===== config.mk =====
export PLATFORM = sky130hd
export DESIGN_NAME = banked_data_memory_map
export DESIGN_NICKNAME = d
export VERILOG_FILES = /design/src/pkg/dmem_map_pkg.sv /design/src/hw/banked_data_memory_map.sv
export SDC_FILE = /design/constraint.sdc
export NUM_CORES = 1
export LEC_CHECK = 0
export BUFFER_PORTS_ARGS = -buffer_cell sky130_fd_sc_hd__buf_2
export CORE_MARGIN = 5
export CORE_UTILIZATION = 40
export CTS_CLUSTER_DIAMETER = 80
export DETAILED_ROUTE_END_ITERATION = 16
export PLACE_DENSITY_LB_ADDON = 0.1
export SLEW_MARGIN = 40
export SYNTH_ARGS = -nofsm -noshare
export SYNTH_HDL_FRONTEND = slang
export SYNTH_SLANG_ARGS = --single-unit

===== constraint.sdc =====
create_clock -name clk -period 10.1 [get_ports clk]
set_input_delay 0.505 -clock clk [delete_from_list [all_inputs] [get_ports clk]]
set_output_delay 0.505 -clock clk [all_outputs]
set_load 0.1 [all_outputs]

===== src/pkg/dmem_map_pkg.sv =====
// Constants for the banked data-memory map of the 8-bit core.
// Assumes a single core clock and a core that issues one data access
// per cycle.
package dmem_map_pkg;

  // Register file offsets (6-bit file address)
  localparam logic [5:0] OFS_INDIRECT_ACCESS_PORT = 6'h00;
  localparam logic [5:0] OFS_TIMER_COUNT          = 6'h01;
  localparam logic [5:0] OFS_PC_LOW_BYTE          = 6'h02;
  localparam logic [5:0] OFS_ALU_RESET_STATUS     = 6'h03;
  localparam logic [5:0] OFS_INDIRECT_POINTER     = 6'h04;
  localparam logic [5:0] OFS_PORT_A_DATA          = 6'h05;
  localparam logic [5:0] OFS_PORT_B_DATA          = 6'h06;
  localparam logic [5:0] OFS_PORT_C_DATA          = 6'h07;
  localparam logic [5:0] OFS_POWER_CONTROL        = 6'h08;
  localparam logic [5:0] OFS_WAKEUP_ENABLE        = 6'h09;
  localparam logic [5:0] OFS_PC_HIGH_BUFFER       = 6'h0a;
  localparam logic [5:0] OFS_PULLDOWN_CONTROL     = 6'h0b;
  localparam logic [5:0] OFS_OPEN_DRAIN_CONTROL   = 6'h0c;
  localparam logic [5:0] OFS_PULLUP_CONTROL       = 6'h0d;
  localparam logic [5:0] OFS_INTERRUPT_ENABLE     = 6'h0e;
  localparam logic [5:0] OFS_INTERRUPT_FLAGS      = 6'h0f;

  // General purpose storage layout
  localparam logic [5:0] GPR_BASE      = 6'h10;
  localparam logic [5:0] MIRROR_TOP    = 6'h2f;
  localparam logic [5:0] BANKED_BASE   = 6'h30;
  localparam int         SHARED_GPRS   = 32;
  localparam int         BANKED_GPRS   = 16;
  localparam int         NUM_BANKS     = 4;
  localparam int         GPR_DEPTH     = SHARED_GPRS + BANKED_GPRS * NUM_BANKS;

  // Pointer field positions
  localparam int         PTR_BANK_HI   = 7;
  localparam int         PTR_BANK_LO   = 6;
  localparam logic [7:0] PTR_BANK_MASK = 8'hc0;

  // Implemented-bit masks; unimplemented positions read as zero
  localparam logic [7:0] MASK_PORT_A      = 8'h0f;
  localparam logic [7:0] MASK_POWER_CTL   = 8'hf0;
  localparam logic [7:0] MASK_INT_ENABLE  = 8'h87;
  localparam logic [7:0] MASK_INT_FLAGS   = 8'h07;
  localparam logic [7:0] MASK_PCH_SMALL   = 8'h01;
  localparam logic [7:0] MASK_PCH_MID     = 8'h03;
  localparam logic [7:0] MASK_PCH_LARGE   = 8'h07;
  // Status: time-out and power-down bits are not writable by the core
  localparam logic [7:0] MASK_STATUS_WR   = 8'he7;

  // Reset values
  localparam logic [7:0] RST_STATUS  = 8'h18;
  localparam logic [7:0] RST_POINTER = 8'h00;
  localparam logic [7:0] RST_ZERO    = 8'h00;
  localparam logic [7:0] READ_ZERO   = 8'h00;

  // Write-only configuration register selectors
  localparam logic [1:0] CFG_TIMER_PRESCALE = 2'h0;
  localparam logic [1:0] CFG_PORT_A_DIR     = 2'h1;
  localparam logic [1:0] CFG_PORT_B_DIR     = 2'h2;
  localparam logic [1:0] CFG_PORT_C_DIR     = 2'h3;
  localparam logic [7:0] MASK_PRESCALE      = 8'h7f;
  localparam logic [7:0] RST_DIR            = 8'hff;
  localparam logic [7:0] RST_PRESCALE       = 8'h7f;

endpackage


===== src/hw/banked_data_memory_map.sv =====
// Data-memory decoder and register file of the 8-bit core: special
// function registers at 00h-0Fh, general purpose storage above them,
// direct and pointer-based indirect access, optional four-bank mode.
// Assumes the core is the only client, on the same clock, and keeps
// its strobes one cycle wide per access.
`timescale 1ns/1ps

module banked_data_memory_map #(
  parameter bit BANKED       = 1'b1, // Largest variant with four banks
  parameter bit HAS_PORT_C   = 1'b1, // Variant with a third port
  parameter int PC_HIGH_BITS = 3     // Implemented PC high buffer bits
) (
  // Clock and reset
  input  wire logic       clk,
  input  wire logic       arst_n,
  // Core data access
  input  wire logic [5:0] acc_addr,
  input  wire logic       acc_rd,
  input  wire logic       acc_wr,
  input  wire logic [7:0] acc_wdata,
  output logic      [7:0] rd_data_q,
  output logic            rd_valid_q,
  // Write-only configuration access
  input  wire logic       cfg_wr,
  input  wire logic [1:0] cfg_sel,
  input  wire logic [7:0] cfg_wdata,
  // Register contents toward peripherals
  output logic      [7:0] indirect_pointer_q,
  output logic      [7:0] pc_high_buffer_q,
  output logic      [7:0] alu_reset_status_q,
  output logic      [7:0] port_c_data_q,
  output logic      [7:0] timer_prescale_config_q,
  output logic      [7:0] port_a_direction_q,
  output logic      [7:0] port_b_direction_q,
  output logic      [7:0] port_c_direction_q
);

  // Implemented bits of the PC high buffer for this variant
  localparam logic [7:0] PCH_MASK =
    (PC_HIGH_BITS >= 3) ? dmem_map_pkg::MASK_PCH_LARGE :
    (PC_HIGH_BITS == 2) ? dmem_map_pkg::MASK_PCH_MID :
                          dmem_map_pkg::MASK_PCH_SMALL;

  // Special function register state
  logic [7:0] timer_count_q,    timer_count_d;
  logic [7:0] pc_low_byte_q,    pc_low_byte_d;
  logic [7:0] status_q,         status_d;
  logic [7:0] pointer_q,        pointer_d;
  logic [7:0] port_a_data_q,    port_a_data_d;
  logic [7:0] port_b_data_q,    port_b_data_d;
  logic [7:0] port_c_q,         port_c_d;
  logic [7:0] power_control_q,  power_control_d;
  logic [7:0] wakeup_enable_q,  wakeup_enable_d;
  logic [7:0] pc_high_q,        pc_high_d;
  logic [7:0] pulldown_q,       pulldown_d;
  logic [7:0] open_drain_q,     open_drain_d;
  logic [7:0] pullup_q,         pullup_d;
  logic [7:0] int_enable_q,     int_enable_d;
  logic [7:0] int_flags_q,      int_flags_d;

  // General purpose storage, flip-flops addressed by index
  logic [7:0] gpr_q [dmem_map_pkg::GPR_DEPTH];
  logic [7:0] gpr_d [dmem_map_pkg::GPR_DEPTH];

  // Write-only configuration state
  logic [7:0] prescale_q, prescale_d;
  logic [7:0] dir_a_q,    dir_a_d;
  logic [7:0] dir_b_q,    dir_b_d;
  logic [7:0] dir_c_q,    dir_c_d;

  // Read answer state
  logic [7:0] rd_data_d;
  logic       rd_valid_d;

  // Decoded access
  logic [5:0] eff_addr;     // Address after indirect resolution
  logic [1:0] bank;         // Bank in force for this access
  logic       self_ind;     // Pointer addresses the indirect port
  logic [7:0] ptr_view;     // Pointer as the core reads it

  // Index into the storage array for a file address and bank. Shared
  // locations land in 0..31; banked ones follow, 16 per bank. With
  // bank forced to zero 10h-3Fh becomes one flat run of 48 bytes.
  function automatic int gpr_index(input logic [5:0] addr,
                                   input logic [1:0] bk);
    int idx;
    idx = int'(addr) - int'(dmem_map_pkg::GPR_BASE);
    if (addr >= dmem_map_pkg::BANKED_BASE)
    begin
      idx = dmem_map_pkg::SHARED_GPRS
          + int'(bk) * dmem_map_pkg::BANKED_GPRS
          + (int'(addr) - int'(dmem_map_pkg::BANKED_BASE));
    end
    return idx;
  endfunction

  // Value the core sees when it reads a file address
  function automatic logic [7:0] read_value(input logic [5:0] addr,
                                            input logic [1:0] bk);
    logic [7:0] v;
    v = dmem_map_pkg::READ_ZERO;
    if (addr == dmem_map_pkg::OFS_INDIRECT_ACCESS_PORT)
      v = dmem_map_pkg::READ_ZERO;
    else if (addr == dmem_map_pkg::OFS_TIMER_COUNT)
      v = timer_count_q;
    else if (addr == dmem_map_pkg::OFS_PC_LOW_BYTE)
      v = pc_low_byte_q;
    else if (addr == dmem_map_pkg::OFS_ALU_RESET_STATUS)
      v = status_q;
    else if (addr == dmem_map_pkg::OFS_INDIRECT_POINTER)
      v = ptr_view;
    else if (addr == dmem_map_pkg::OFS_PORT_A_DATA)
      v = port_a_data_q & dmem_map_pkg::MASK_PORT_A;
    else if (addr == dmem_map_pkg::OFS_PORT_B_DATA)
      v = port_b_data_q;
    else if (addr == dmem_map_pkg::OFS_PORT_C_DATA)
      v = port_c_q;
    else if (addr == dmem_map_pkg::OFS_POWER_CONTROL)
      v = power_control_q & dmem_map_pkg::MASK_POWER_CTL;
    else if (addr == dmem_map_pkg::OFS_WAKEUP_ENABLE)
      v = wakeup_enable_q;
    else if (addr == dmem_map_pkg::OFS_PC_HIGH_BUFFER)
      v = pc_high_q & PCH_MASK;
    else if (addr == dmem_map_pkg::OFS_PULLDOWN_CONTROL)
      v = pulldown_q;
    else if (addr == dmem_map_pkg::OFS_OPEN_DRAIN_CONTROL)
      v = open_drain_q;
    else if (addr == dmem_map_pkg::OFS_PULLUP_CONTROL)
      v = pullup_q;
    else if (addr == dmem_map_pkg::OFS_INTERRUPT_ENABLE)
      v = int_enable_q & dmem_map_pkg::MASK_INT_ENABLE;
    else if (addr == dmem_map_pkg::OFS_INTERRUPT_FLAGS)
      v = int_flags_q & dmem_map_pkg::MASK_INT_FLAGS;
    else
      v = gpr_q[gpr_index(addr, bk)];
    return v;
  endfunction

  // Address resolution: offset 00h means go through the pointer
  always_comb
  begin
    if (acc_addr == dmem_map_pkg::OFS_INDIRECT_ACCESS_PORT)
      eff_addr = pointer_q[5:0];
    else
      eff_addr = acc_addr;
    // Indirect access that lands on the indirect port itself
    self_ind = (acc_addr == dmem_map_pkg::OFS_INDIRECT_ACCESS_PORT) &&
               (pointer_q[5:0] == dmem_map_pkg::OFS_INDIRECT_ACCESS_PORT);
    // Bank bits only count in the banked variant, and below 30h every
    // bank folds onto bank 0
    if (BANKED && (eff_addr >= dmem_map_pkg::BANKED_BASE))
      bank = pointer_q[dmem_map_pkg::PTR_BANK_HI:
                       dmem_map_pkg::PTR_BANK_LO];
    else
      bank = 2'h0;
    // Unused bank bits read as ones on unbanked variants
    if (BANKED)
      ptr_view = pointer_q;
    else
      ptr_view = pointer_q | dmem_map_pkg::PTR_BANK_MASK;
  end

  // Next state of every register the core can write
  always_comb
  begin
    timer_count_d   = timer_count_q;
    pc_low_byte_d   = pc_low_byte_q;
    status_d        = status_q;
    pointer_d       = pointer_q;
    port_a_data_d   = port_a_data_q;
    port_b_data_d   = port_b_data_q;
    port_c_d        = port_c_q;
    power_control_d = power_control_q;
    wakeup_enable_d = wakeup_enable_q;
    pc_high_d       = pc_high_q;
    pulldown_d      = pulldown_q;
    open_drain_d    = open_drain_q;
    pullup_d        = pullup_q;
    int_enable_d    = int_enable_q;
    int_flags_d     = int_flags_q;
    gpr_d           = gpr_q;
    // A self-addressed indirect write changes nothing
    if (acc_wr && !self_ind)
    begin
      if (eff_addr == dmem_map_pkg::OFS_TIMER_COUNT)
        timer_count_d = acc_wdata;
      else if (eff_addr == dmem_map_pkg::OFS_PC_LOW_BYTE)
        pc_low_byte_d = acc_wdata;
      else if (eff_addr == dmem_map_pkg::OFS_ALU_RESET_STATUS)
        // Time-out and power-down flags are owned by reset logic
        status_d = (status_q & ~dmem_map_pkg::MASK_STATUS_WR) |
                   (acc_wdata & dmem_map_pkg::MASK_STATUS_WR);
      else if (eff_addr == dmem_map_pkg::OFS_INDIRECT_POINTER)
      begin
        // Unbanked: bank bits are not stored, so they cannot steer
        if (BANKED)
          pointer_d = acc_wdata;
        else
          pointer_d = acc_wdata & ~dmem_map_pkg::PTR_BANK_MASK;
      end
      else if (eff_addr == dmem_map_pkg::OFS_PORT_A_DATA)
        port_a_data_d = acc_wdata & dmem_map_pkg::MASK_PORT_A;
      else if (eff_addr == dmem_map_pkg::OFS_PORT_B_DATA)
        port_b_data_d = acc_wdata;
      else if (eff_addr == dmem_map_pkg::OFS_PORT_C_DATA)
        port_c_d = acc_wdata;
      else if (eff_addr == dmem_map_pkg::OFS_POWER_CONTROL)
        power_control_d = acc_wdata & dmem_map_pkg::MASK_POWER_CTL;
      else if (eff_addr == dmem_map_pkg::OFS_WAKEUP_ENABLE)
        wakeup_enable_d = acc_wdata;
      else if (eff_addr == dmem_map_pkg::OFS_PC_HIGH_BUFFER)
        pc_high_d = acc_wdata & PCH_MASK;
      else if (eff_addr == dmem_map_pkg::OFS_PULLDOWN_CONTROL)
        pulldown_d = acc_wdata;
      else if (eff_addr == dmem_map_pkg::OFS_OPEN_DRAIN_CONTROL)
        open_drain_d = acc_wdata;
      else if (eff_addr == dmem_map_pkg::OFS_PULLUP_CONTROL)
        pullup_d = acc_wdata;
      else if (eff_addr == dmem_map_pkg::OFS_INTERRUPT_ENABLE)
        int_enable_d = acc_wdata & dmem_map_pkg::MASK_INT_ENABLE;
      else if (eff_addr == dmem_map_pkg::OFS_INTERRUPT_FLAGS)
        int_flags_d = acc_wdata & dmem_map_pkg::MASK_INT_FLAGS;
      else if (eff_addr >= dmem_map_pkg::GPR_BASE)
        gpr_d[gpr_index(eff_addr, bank)] = acc_wdata;
    end
  end

  // Register the special function and storage state
  always_ff @(posedge clk or negedge arst_n)
  begin
    if (!arst_n)
    begin
      timer_count_q   <= dmem_map_pkg::RST_ZERO;
      pc_low_byte_q   <= dmem_map_pkg::RST_ZERO;
      status_q        <= dmem_map_pkg::RST_STATUS;
      pointer_q       <= dmem_map_pkg::RST_POINTER;
      port_a_data_q   <= dmem_map_pkg::RST_ZERO;
      port_b_data_q   <= dmem_map_pkg::RST_ZERO;
      port_c_q        <= dmem_map_pkg::RST_ZERO;
      power_control_q <= dmem_map_pkg::RST_ZERO;
      wakeup_enable_q <= dmem_map_pkg::RST_ZERO;
      pc_high_q       <= dmem_map_pkg::RST_ZERO;
      pulldown_q      <= dmem_map_pkg::RST_ZERO;
      open_drain_q    <= dmem_map_pkg::RST_ZERO;
      pullup_q        <= dmem_map_pkg::RST_ZERO;
      int_enable_q    <= dmem_map_pkg::RST_ZERO;
      int_flags_q     <= dmem_map_pkg::RST_ZERO;
      for (int i = 0; i < dmem_map_pkg::GPR_DEPTH; i++)
        gpr_q[i] <= dmem_map_pkg::RST_ZERO;
    end
    else
    begin
      timer_count_q   <= timer_count_d;
      pc_low_byte_q   <= pc_low_byte_d;
      status_q        <= status_d;
      pointer_q       <= pointer_d;
      port_a_data_q   <= port_a_data_d;
      port_b_data_q   <= port_b_data_d;
      port_c_q        <= port_c_d;
      power_control_q <= power_control_d;
      wakeup_enable_q <= wakeup_enable_d;
      pc_high_q       <= pc_high_d;
      pulldown_q      <= pulldown_d;
      open_drain_q    <= open_drain_d;
      pullup_q        <= pullup_d;
      int_enable_q    <= int_enable_d;
      int_flags_q     <= int_flags_d;
      gpr_q           <= gpr_d;
    end
  end

  // Read answer: registered, so the core sees data one edge later.
  // A read in the same cycle as a write returns the old contents.
  always_comb
  begin
    rd_valid_d = acc_rd;
    rd_data_d  = rd_data_q;
    if (acc_rd)
      rd_data_d = read_value(eff_addr, bank);
  end

  // Register the read answer
  always_ff @(posedge clk or negedge arst_n)
  begin
    if (!arst_n)
    begin
      rd_data_q  <= dmem_map_pkg::RST_ZERO;
      rd_valid_q <= 1'b0;
    end
    else
    begin
      rd_data_q  <= rd_data_d;
      rd_valid_q <= rd_valid_d;
    end
  end

  // Write-only configuration registers, reached by their own strobe
  always_comb
  begin
    prescale_d = prescale_q;
    dir_a_d    = dir_a_q;
    dir_b_d    = dir_b_q;
    dir_c_d    = dir_c_q;
    if (cfg_wr)
    begin
      if (cfg_sel == dmem_map_pkg::CFG_TIMER_PRESCALE)
        prescale_d = cfg_wdata & dmem_map_pkg::MASK_PRESCALE;
      else if (cfg_sel == dmem_map_pkg::CFG_PORT_A_DIR)
        dir_a_d = cfg_wdata;
      else if (cfg_sel == dmem_map_pkg::CFG_PORT_B_DIR)
        dir_b_d = cfg_wdata;
      else
        dir_c_d = cfg_wdata;
    end
  end

  // Register the configuration state
  always_ff @(posedge clk or negedge arst_n)
  begin
    if (!arst_n)
    begin
      prescale_q <= dmem_map_pkg::RST_PRESCALE;
      dir_a_q    <= dmem_map_pkg::RST_DIR;
      dir_b_q    <= dmem_map_pkg::RST_DIR;
      dir_c_q    <= dmem_map_pkg::RST_DIR;
    end
    else
    begin
      prescale_q <= prescale_d;
      dir_a_q    <= dir_a_d;
      dir_b_q    <= dir_b_d;
      dir_c_q    <= dir_c_d;
    end
  end

  // Outputs straight from flip-flops. Without a third port location
  // 07h is still stored, but port_c_data_q is held at zero.
  assign indirect_pointer_q      = pointer_q;
  assign pc_high_buffer_q        = pc_high_q;
  assign alu_reset_status_q      = status_q;
  assign port_c_data_q           = HAS_PORT_C ? port_c_q
                                              : dmem_map_pkg::RST_ZERO;
  assign timer_prescale_config_q = prescale_q;
  assign port_a_direction_q      = dir_a_q;
  assign port_b_direction_q      = dir_b_q;
  assign port_c_direction_q      = dir_c_q;

endmodule


==> Word-level counts from Yosys, hierarchy flattened <==
Index checks and enable logic that the tools add are counted.
{ "classes": {"reduce_logical": 28, "bitwise_logic": 21, "add_sub_neg": 4, "eq_ne": 17, "order_cmp": 5, "mux": 59} }
{ "ops": {"columns": ["operator", "count"], "rows": [
  ["two-way mux 32 bit", 35],
  ["bitwise mux 768 bit", 1],
  ["two-way mux 8 bit", 19],
  [">= comparator 32 x 8 -> 1 bit (second input constant)", 2],
  ["inverter 32 bit", 2],
  ["binary-select mux 8 bit (select 7 bit)", 1],
  ["demux 8 bit (select 7 bit)", 1],
  ["equality test 6 x 4 -> 1 bit (second input constant)", 8],
  ["< comparator 32 x 1 -> 1 bit (second input constant)", 1],
  ["equality test 6 x 3 -> 1 bit (second input constant)", 4],
  ["logical NOT 6 bit", 3],
  ["inverter 1 bit", 18],
  ["AND reduction 17 bit", 1],
  ["AND reduction 16 bit", 1],
  ["AND reduction 15 bit", 1],
  ["AND reduction 14 bit", 1],
  ["AND reduction 13 bit", 1],
  ["equality test 6 x 2 -> 1 bit (second input constant)", 2],
  ["AND reduction 12 bit", 1],
  ["AND reduction 4 bit", 3],
  ["AND reduction 11 bit", 1],
  ["AND reduction 10 bit", 1],
  ["adder 8 x 7 -> 9 bit", 1],
  ["AND reduction 9 bit", 1],
  ["20 further kinds", 24]
]} }
{ "word_totals": {"regBits": 906, "elab_cells": 251, "input_bits": 29, "output_inout_bits": 73} }

==> Longest topological paths before layout <==
{ "logic_depth": {"depth_word": 44, "ltp_mapped": 19} }

==> Worst setup path before layout <==
No wires, ideal clock.
{ "synth_path": {"path_type": "input port to flip-flop", "from": "input acc_addr[5]", "to": "register gpr_q[608] (netlist name)", "path_buffers": 4, "t_arrival_ns": 4.934, "slack_ns": 5.042, "path_stages": 18, "setup_ns": 0.125, "required_time_ns": 9.975, "path_cell_list": "buf_2 or4_1 buf_2 nor2_1 a21oi_1 inv_1 ha_1 clkbuf_1 and2_1 ha_1 fa_1 nand2_1 nand2_1 nor2_1 nand3_2 buf_2 nor3_2 mux2_2"} }
{ "synth_via": {"elab_chain_cells": 30} }
{ "synth_lines": {"columns": ["element", "line_no", "text"], "rows": [
  ["start: declaration", "banked_data_memory_map.sv:17", "input wire logic [5:0] acc_addr,"],
  ["logical NOT 6 bit", "banked_data_memory_map.sv:142, banked_data_memory_map.sv:147", null],
  ["two-way mux 6 bit", "banked_data_memory_map.sv:142", "if (acc_addr == dmem_map_pkg::OFS_INDIRECT_ACCESS_PORT)"],
  [">= comparator 6 bit", "banked_data_memory_map.sv:88, banked_data_memory_map.sv:151", null],
  ["two-way mux 2 bit", "banked_data_memory_map.sv:151", "if (BANKED && (eff_addr >= dmem_map_pkg::BANKED_BASE))"],
  ["adder 6 x 6 -> 7 bit", "banked_data_memory_map.sv:91", "+ int'(bk) * dmem_map_pkg::BANKED_GPRS"],
  ["adder 8 x 7 -> 9 bit", "banked_data_memory_map.sv:92", "+ (int'(addr) - int'(dmem_map_pkg::BANKED_BASE));"],
  ["two-way mux 32 bit", "banked_data_memory_map.sv:88", "if (addr >= dmem_map_pkg::BANKED_BASE)"],
  ["two-way mux 32 bit", "banked_data_memory_map.sv:223", "else if (eff_addr >= dmem_map_pkg::GPR_BASE)"],
  ["(+14 left out)", null, null],
  ["two-way mux 32 bit", "banked_data_memory_map.sv:185", "if (eff_addr == dmem_map_pkg::OFS_TIMER_COUNT)"],
  ["two-way mux 32 bit", "banked_data_memory_map.sv:183", "if (acc_wr && !self_ind)"],
  ["inverter 32 bit (implied by the code)", "banked_data_memory_map.sv:224", "gpr_d[gpr_index(eff_addr, bank)] = acc_wdata;"],
  [">= comparator 32 x 8 -> 1 bit (implied by the code) / < comparator 32 x 1 -> 1 bit (equally long branches)", "banked_data_memory_map.sv:224", null],
  ["logical AND 1 bit (implied by the code)", "banked_data_memory_map.sv:224", null],
  ["two-way mux 8 bit (implied by the code)", "banked_data_memory_map.sv:224", null],
  ["demux 8 bit (select 7 bit)", "banked_data_memory_map.sv:224", null],
  ["bitwise mux 768 bit", "banked_data_memory_map.sv:224", null],
  ["end signal: indexed assignment", "banked_data_memory_map.sv:249", "gpr_q[i] <= dmem_map_pkg::RST_ZERO;"],
  ["end signal: assignment", "banked_data_memory_map.sv:268", "gpr_q <= gpr_d;"],
  ["end: declaration", "banked_data_memory_map.sv:62", "logic [7:0] gpr_q [dmem_map_pkg::GPR_DEPTH];"]
]} }
Parallel ways exist; a longest one is shown, timed or not. The select of a mux whose other input is x is not followed.
A chain may end at the register's enable or synchronous reset.

==> Worst setup path after layout <==
{ "layout_path": {"from": "register pointer_q[0], in the netlist indirect_pointer_q[0]", "to": "register rd_data_q[7]"} }
{ "layout_via": {"elab_chain_cells": 43} }
{ "layout_lines": {"columns": ["element", "line_no", "text"], "rows": [
  ["start: declaration", "banked_data_memory_map.sv:48", "logic [7:0] pointer_q, pointer_d;"],
  ["start signal: assignment", "banked_data_memory_map.sv:236", "pointer_q <= dmem_map_pkg::RST_POINTER;"],
  ["start signal: assignment", "banked_data_memory_map.sv:256", "pointer_q <= pointer_d;"],
  ["two-way mux 6 bit (*)", "banked_data_memory_map.sv:142", null],
  [">= comparator 6 bit", "banked_data_memory_map.sv:88, banked_data_memory_map.sv:151", null],
  ["two-way mux 2 bit", "banked_data_memory_map.sv:151", null],
  ["adder 6 x 6 -> 7 bit", "banked_data_memory_map.sv:91", null],
  ["adder 8 x 7 -> 9 bit", "banked_data_memory_map.sv:92", null],
  ["two-way mux 32 bit", "banked_data_memory_map.sv:88", null],
  ["two-way mux 32 bit", "banked_data_memory_map.sv:132", "else if (addr == dmem_map_pkg::OFS_INTERRUPT_FLAGS)"],
  ["two-way mux 32 bit", "banked_data_memory_map.sv:130", "else if (addr == dmem_map_pkg::OFS_INTERRUPT_ENABLE)"],
  ["(+27 left out)", null, null],
  ["two-way mux 8 bit", "banked_data_memory_map.sv:116", "else if (addr == dmem_map_pkg::OFS_PORT_C_DATA)"],
  ["two-way mux 8 bit", "banked_data_memory_map.sv:114", "else if (addr == dmem_map_pkg::OFS_PORT_B_DATA)"],
  ["two-way mux 8 bit", "banked_data_memory_map.sv:112", "else if (addr == dmem_map_pkg::OFS_PORT_A_DATA)"],
  ["two-way mux 8 bit", "banked_data_memory_map.sv:110", "else if (addr == dmem_map_pkg::OFS_INDIRECT_POINTER)"],
  ["two-way mux 8 bit", "banked_data_memory_map.sv:108", "else if (addr == dmem_map_pkg::OFS_ALU_RESET_STATUS)"],
  ["two-way mux 8 bit", "banked_data_memory_map.sv:106", "else if (addr == dmem_map_pkg::OFS_PC_LOW_BYTE)"],
  ["two-way mux 8 bit", "banked_data_memory_map.sv:104", "else if (addr == dmem_map_pkg::OFS_TIMER_COUNT)"],
  ["two-way mux 8 bit (*)", "banked_data_memory_map.sv:102", "if (addr == dmem_map_pkg::OFS_INDIRECT_ACCESS_PORT)"],
  ["end signal: assignment", "banked_data_memory_map.sv:287", "rd_data_q <= dmem_map_pkg::RST_ZERO;"],
  ["end signal: assignment", "banked_data_memory_map.sv:292", "rd_data_q <= rd_data_d;"],
  ["end: declaration", "banked_data_memory_map.sv:21", "output logic [7:0] rd_data_q,"]
]} }
Every way passes the cells marked *; elsewhere a longest branch is shown, timed or not. The select of a mux whose other input is x is not followed.

==> reports/summary.md <==
• Iter 0 DRT Violations: 2469
• pwr dens: 197 nW/µm²
• leakage power total: 0.0232 µW
• cell with the most instances after synthesis: sky130_fd_sc_hd__dfrtp_1
• basic-gate share of the synthesized area counting and, or, nand and nor cells: 0.0999
• Pins Over Slew Limit: 0
• footprint of the multi-input gates: 19700 µm²
• average detailed-routed wire length per instance: 30.5 µm
• Synth top area share: 0.505
• number of max-cap violations: 0
• total CTS buffers: 103
• main combinational cell family by area after synthesis: multiplexers
• adder-cell area share of the yosys netlist: 0.00278
• number of top-level pins: 102
• delay of the slowest cell on the worst path: 0.74 ns
• grt ovf: 0
• slew at the pin with the worst max-slew slack: 0.918 ns
• Setup crit end kind: flip-flop
• fin crit share: 0.536
• final critical delay including setup and external delays: 5.42 ns
• run status: finished, final reports clean
• worst setup slack before clock tree synthesis: 3.94 ns
• number of global-route vias before repair: 31300
• CTS clock-pin slew for the worst setup and hold paths: 0.06 ns
• total of buffers placed on input and output ports: 93
• Skew-Pair Late Insertion Delay: 0.69 ns
• DR DRC count: 0
• CTS tree: yes
• synthesized area divided by synthesized cell count: 12.5 µm²
• Critical Path, Cell by Cell: nand2b_1, o21ai_4, buf_12, buf_4, mux2i_1, mux4_2, a2bb2oi_1, nand4_1, a31o_2, o21ai_0
• detailed-route wire length: 152000 µm
• asr flop ratio synth: 1.00
• cts repair resizes: 0
• cell type of the slowest stage on the worst timing path: sky130_fd_sc_hd__dfrtp_1
• Slew Limit Headroom: 0.386
• type of the worst setup path: reg2reg
• area occupied by registers: 22700 µm²
• initial core utilization: 0.404
• number of buffers added to fix hold violations after cts: 2
• fill cell total of the finished layout: 9668
• fraction of final layout cells sized beyond drive strength 1: 0.383
• yosys synthesis warning count: 0
• Post-Place Cell Area: 45400 µm²
• core area: 107000 µm²
• number of storage elements in the synthesis netlist: 904
• Synth Flop Type: sky130_fd_sc_hd__dfrtp_1
• aggregate global-route resource usage: 0.259
• hold crit path type: in2reg
• element type at the critical path start: flip-flop
• least setup slack across all paths after layout: 4.68 ns
• Layout Area Growth over Synthesis: 13.6%
• level count of the clock H-tree: 3
• Die ar.: 115000 µm²
• fraction of the core area covered by cells at the end of the flow: 0.458
• number of setup violations in the final report: 0
• CP required: 10.60 ns
• XOR/XNOR share of the synthesized area: 0.000202
• placement row count: 120
• sum of negative setup slack: 0 ns
• share of cell area taken by muxes after synthesis: 0.273
• clock sinks: 904
• sequential-to-total area share from yosys stat: 0.524
• cell type contributing the most total cell area after synthesis: sky130_fd_sc_hd__dfrtp_1
• Die H: 339 µm
• number of enable flip-flop cells after synthesis: 0
• data arrival time of the worst path: 5.92 ns
• largest buffer count on any clock path: 3
• worst clock skew on the final layout: 0.0200 ns
• CP max FO: 125
• number of search-and-repair iterations in the first detailed-routing pass: 6
• RePlAce Congestion: 0.929
• netlist area before placement: 43300 µm²
• Final ANT Viol Nets: 0
• hold slack: 0.0884 ns
• unrepaired setup endpoints after global routing: no
• Total Nets Final: 3534
• fraction of the mapped netlist area in compound gates: 0.0733
• Max Fclk: 0.185 GHz
• die span in x: 339 µm
• pin count of the biggest net entering global routing: 126
• root cell of the clock tree: sky130_fd_sc_hd__clkbuf_16
• leading post-synthesis cells by cell area: sky130_fd_sc_hd__dfrtp_1, sky130_fd_sc_hd__mux2_2, sky130_fd_sc_hd__nand2_1, sky130_fd_sc_hd__mux2i_1, sky130_fd_sc_hd__nor3_4
• maximum ir drop on the vdd rail: 0.126 mV
• first-pass GRT wire length: 224000 µm
• total count of hold-check failures in the final report: 0
• top cells by instance count after synthesis: sky130_fd_sc_hd__dfrtp_1, sky130_fd_sc_hd__mux2_2, sky130_fd_sc_hd__nand2_1
• post-route cell area: 49100 µm²
• number of distinct library cells after synthesis: 86
• post-CTS setup repair buffer count: 0
• placed wire-length estimate: 95200 µm
• post-DR vias/cell: 6.08
• vias: 30400
• synthesized instance count: 3470
• number of antenna violations at the first check in global routing: 11
## worst paths after layout
path,slack (ns),to,depth (start not counted),startpoint
worst max-delay path,4.68,rd_data_q[7],10,indirect_pointer_q[0]
worst min-delay path,0.09,port_a_direction_q[7],2,cfg_wdata[7]
worst max register to register,4.68,rd_data_q[7],10,indirect_pointer_q[0]
worst min register to register,0.49,gpr_q[298],1,gpr_q[298]
max in group asynchronous,7.19,gpr_q[662],7,arst_n
min in group asynchronous,0.33,gpr_q[425],2,arst_n
## cell families after synthesis
logic type,count (synthesis)
AO/OA/AOI/OAI,446
AND/OR/NAND/NOR,800
flip-flops,904
other,2
adder cells (fa/ha/maj),9
multiplexers,1037
XOR/XNOR,1
buffers and inverters,271
## metal layers
layer,track usage,vias up,part of all wire
li1,-,12800,-
met1,0.367,16100,0.44
met2,0.403,1106,0.45
met3,0.0470,299,0.063
met4,0.0901,4,0.041
met5,0,-,0.00018
## layout make-up
type / instances / area share
multi-input cells: 2301 / 0.401
inverters: 12 / 0.000917
diodes: 4 / 0.000204
flip-flops and latches: 904 / 0.461
clock inverters: 31 / 0.00957
well taps: 1403 / 0.0357
repair buffers: 174 / 0.0278
clock buffers: 162 / 0.0634
## worst max-delay path: cells and delay by family (launching register included)
| family | cells | cell delay [ns] |
|---|---|---|
| AO/OA/AOI/OAI | 4 | 1.73 |
| flip-flops | 1 | 0.74 |
| multiplexers | 2 | 0.69 |
| AND/OR/NAND/NOR | 2 | 0.67 |
| buffers and inverters | 2 | 1.27 |
## per-stage QoR
step	total power (µW)	std cells
after floorplan	5220	3476
after global placement	5720	4785
after detailed placement	5770	4790
after CTS	9740	4985
after global routing	10000	4987
final	9680	4991
## power by group
part | switching [µW] | internal [µW] | leakage (µW)
registers | 208 | 3980 | 0.0123
clock network | 1540 | 2410 | 0.00176
logic | 1070 | 463 | 0.00918
total | 2820 | 6850 | 0.0232
## registers in the layout, summed over array words and instances (netlist names), 3 cells and up
| signal | cells |
|---|---|
| alu_reset_status_q | 6 |
| port_b_direction_q | 8 |
| timer_count_q | 8 |
| pc_low_byte_q | 8 |
| pullup_q | 8 |
| port_a_direction_q | 8 |
| indirect_pointer_q | 8 |
| gpr_q | 768 |
| pulldown_q | 8 |
| port_a_data_q | 4 |
| port_c_data_q | 8 |
| pc_high_buffer_q | 3 |
| power_control_q | 4 |
| wakeup_enable_q | 8 |
| port_b_data_q | 8 |
| int_enable_q | 4 |
| int_flags_q | 3 |
| rd_data_q | 8 |
| timer_prescale_config_q | 7 |
| port_c_direction_q | 8 |
| open_drain_q | 8 |
## layout by cell type (no fill, tap or decap), drive strengths merged, types with 57 or more instances in the layout
cell,n
nor3,79
buf,171
o22ai,61
nor2,82
mux2,899
clkbuf,163
a21oi,57
nand2,381
mux2i,121
o21ai,72
nand3,152
dfrtp,873
Note: power is estimated with default switching activity, not from simulation.
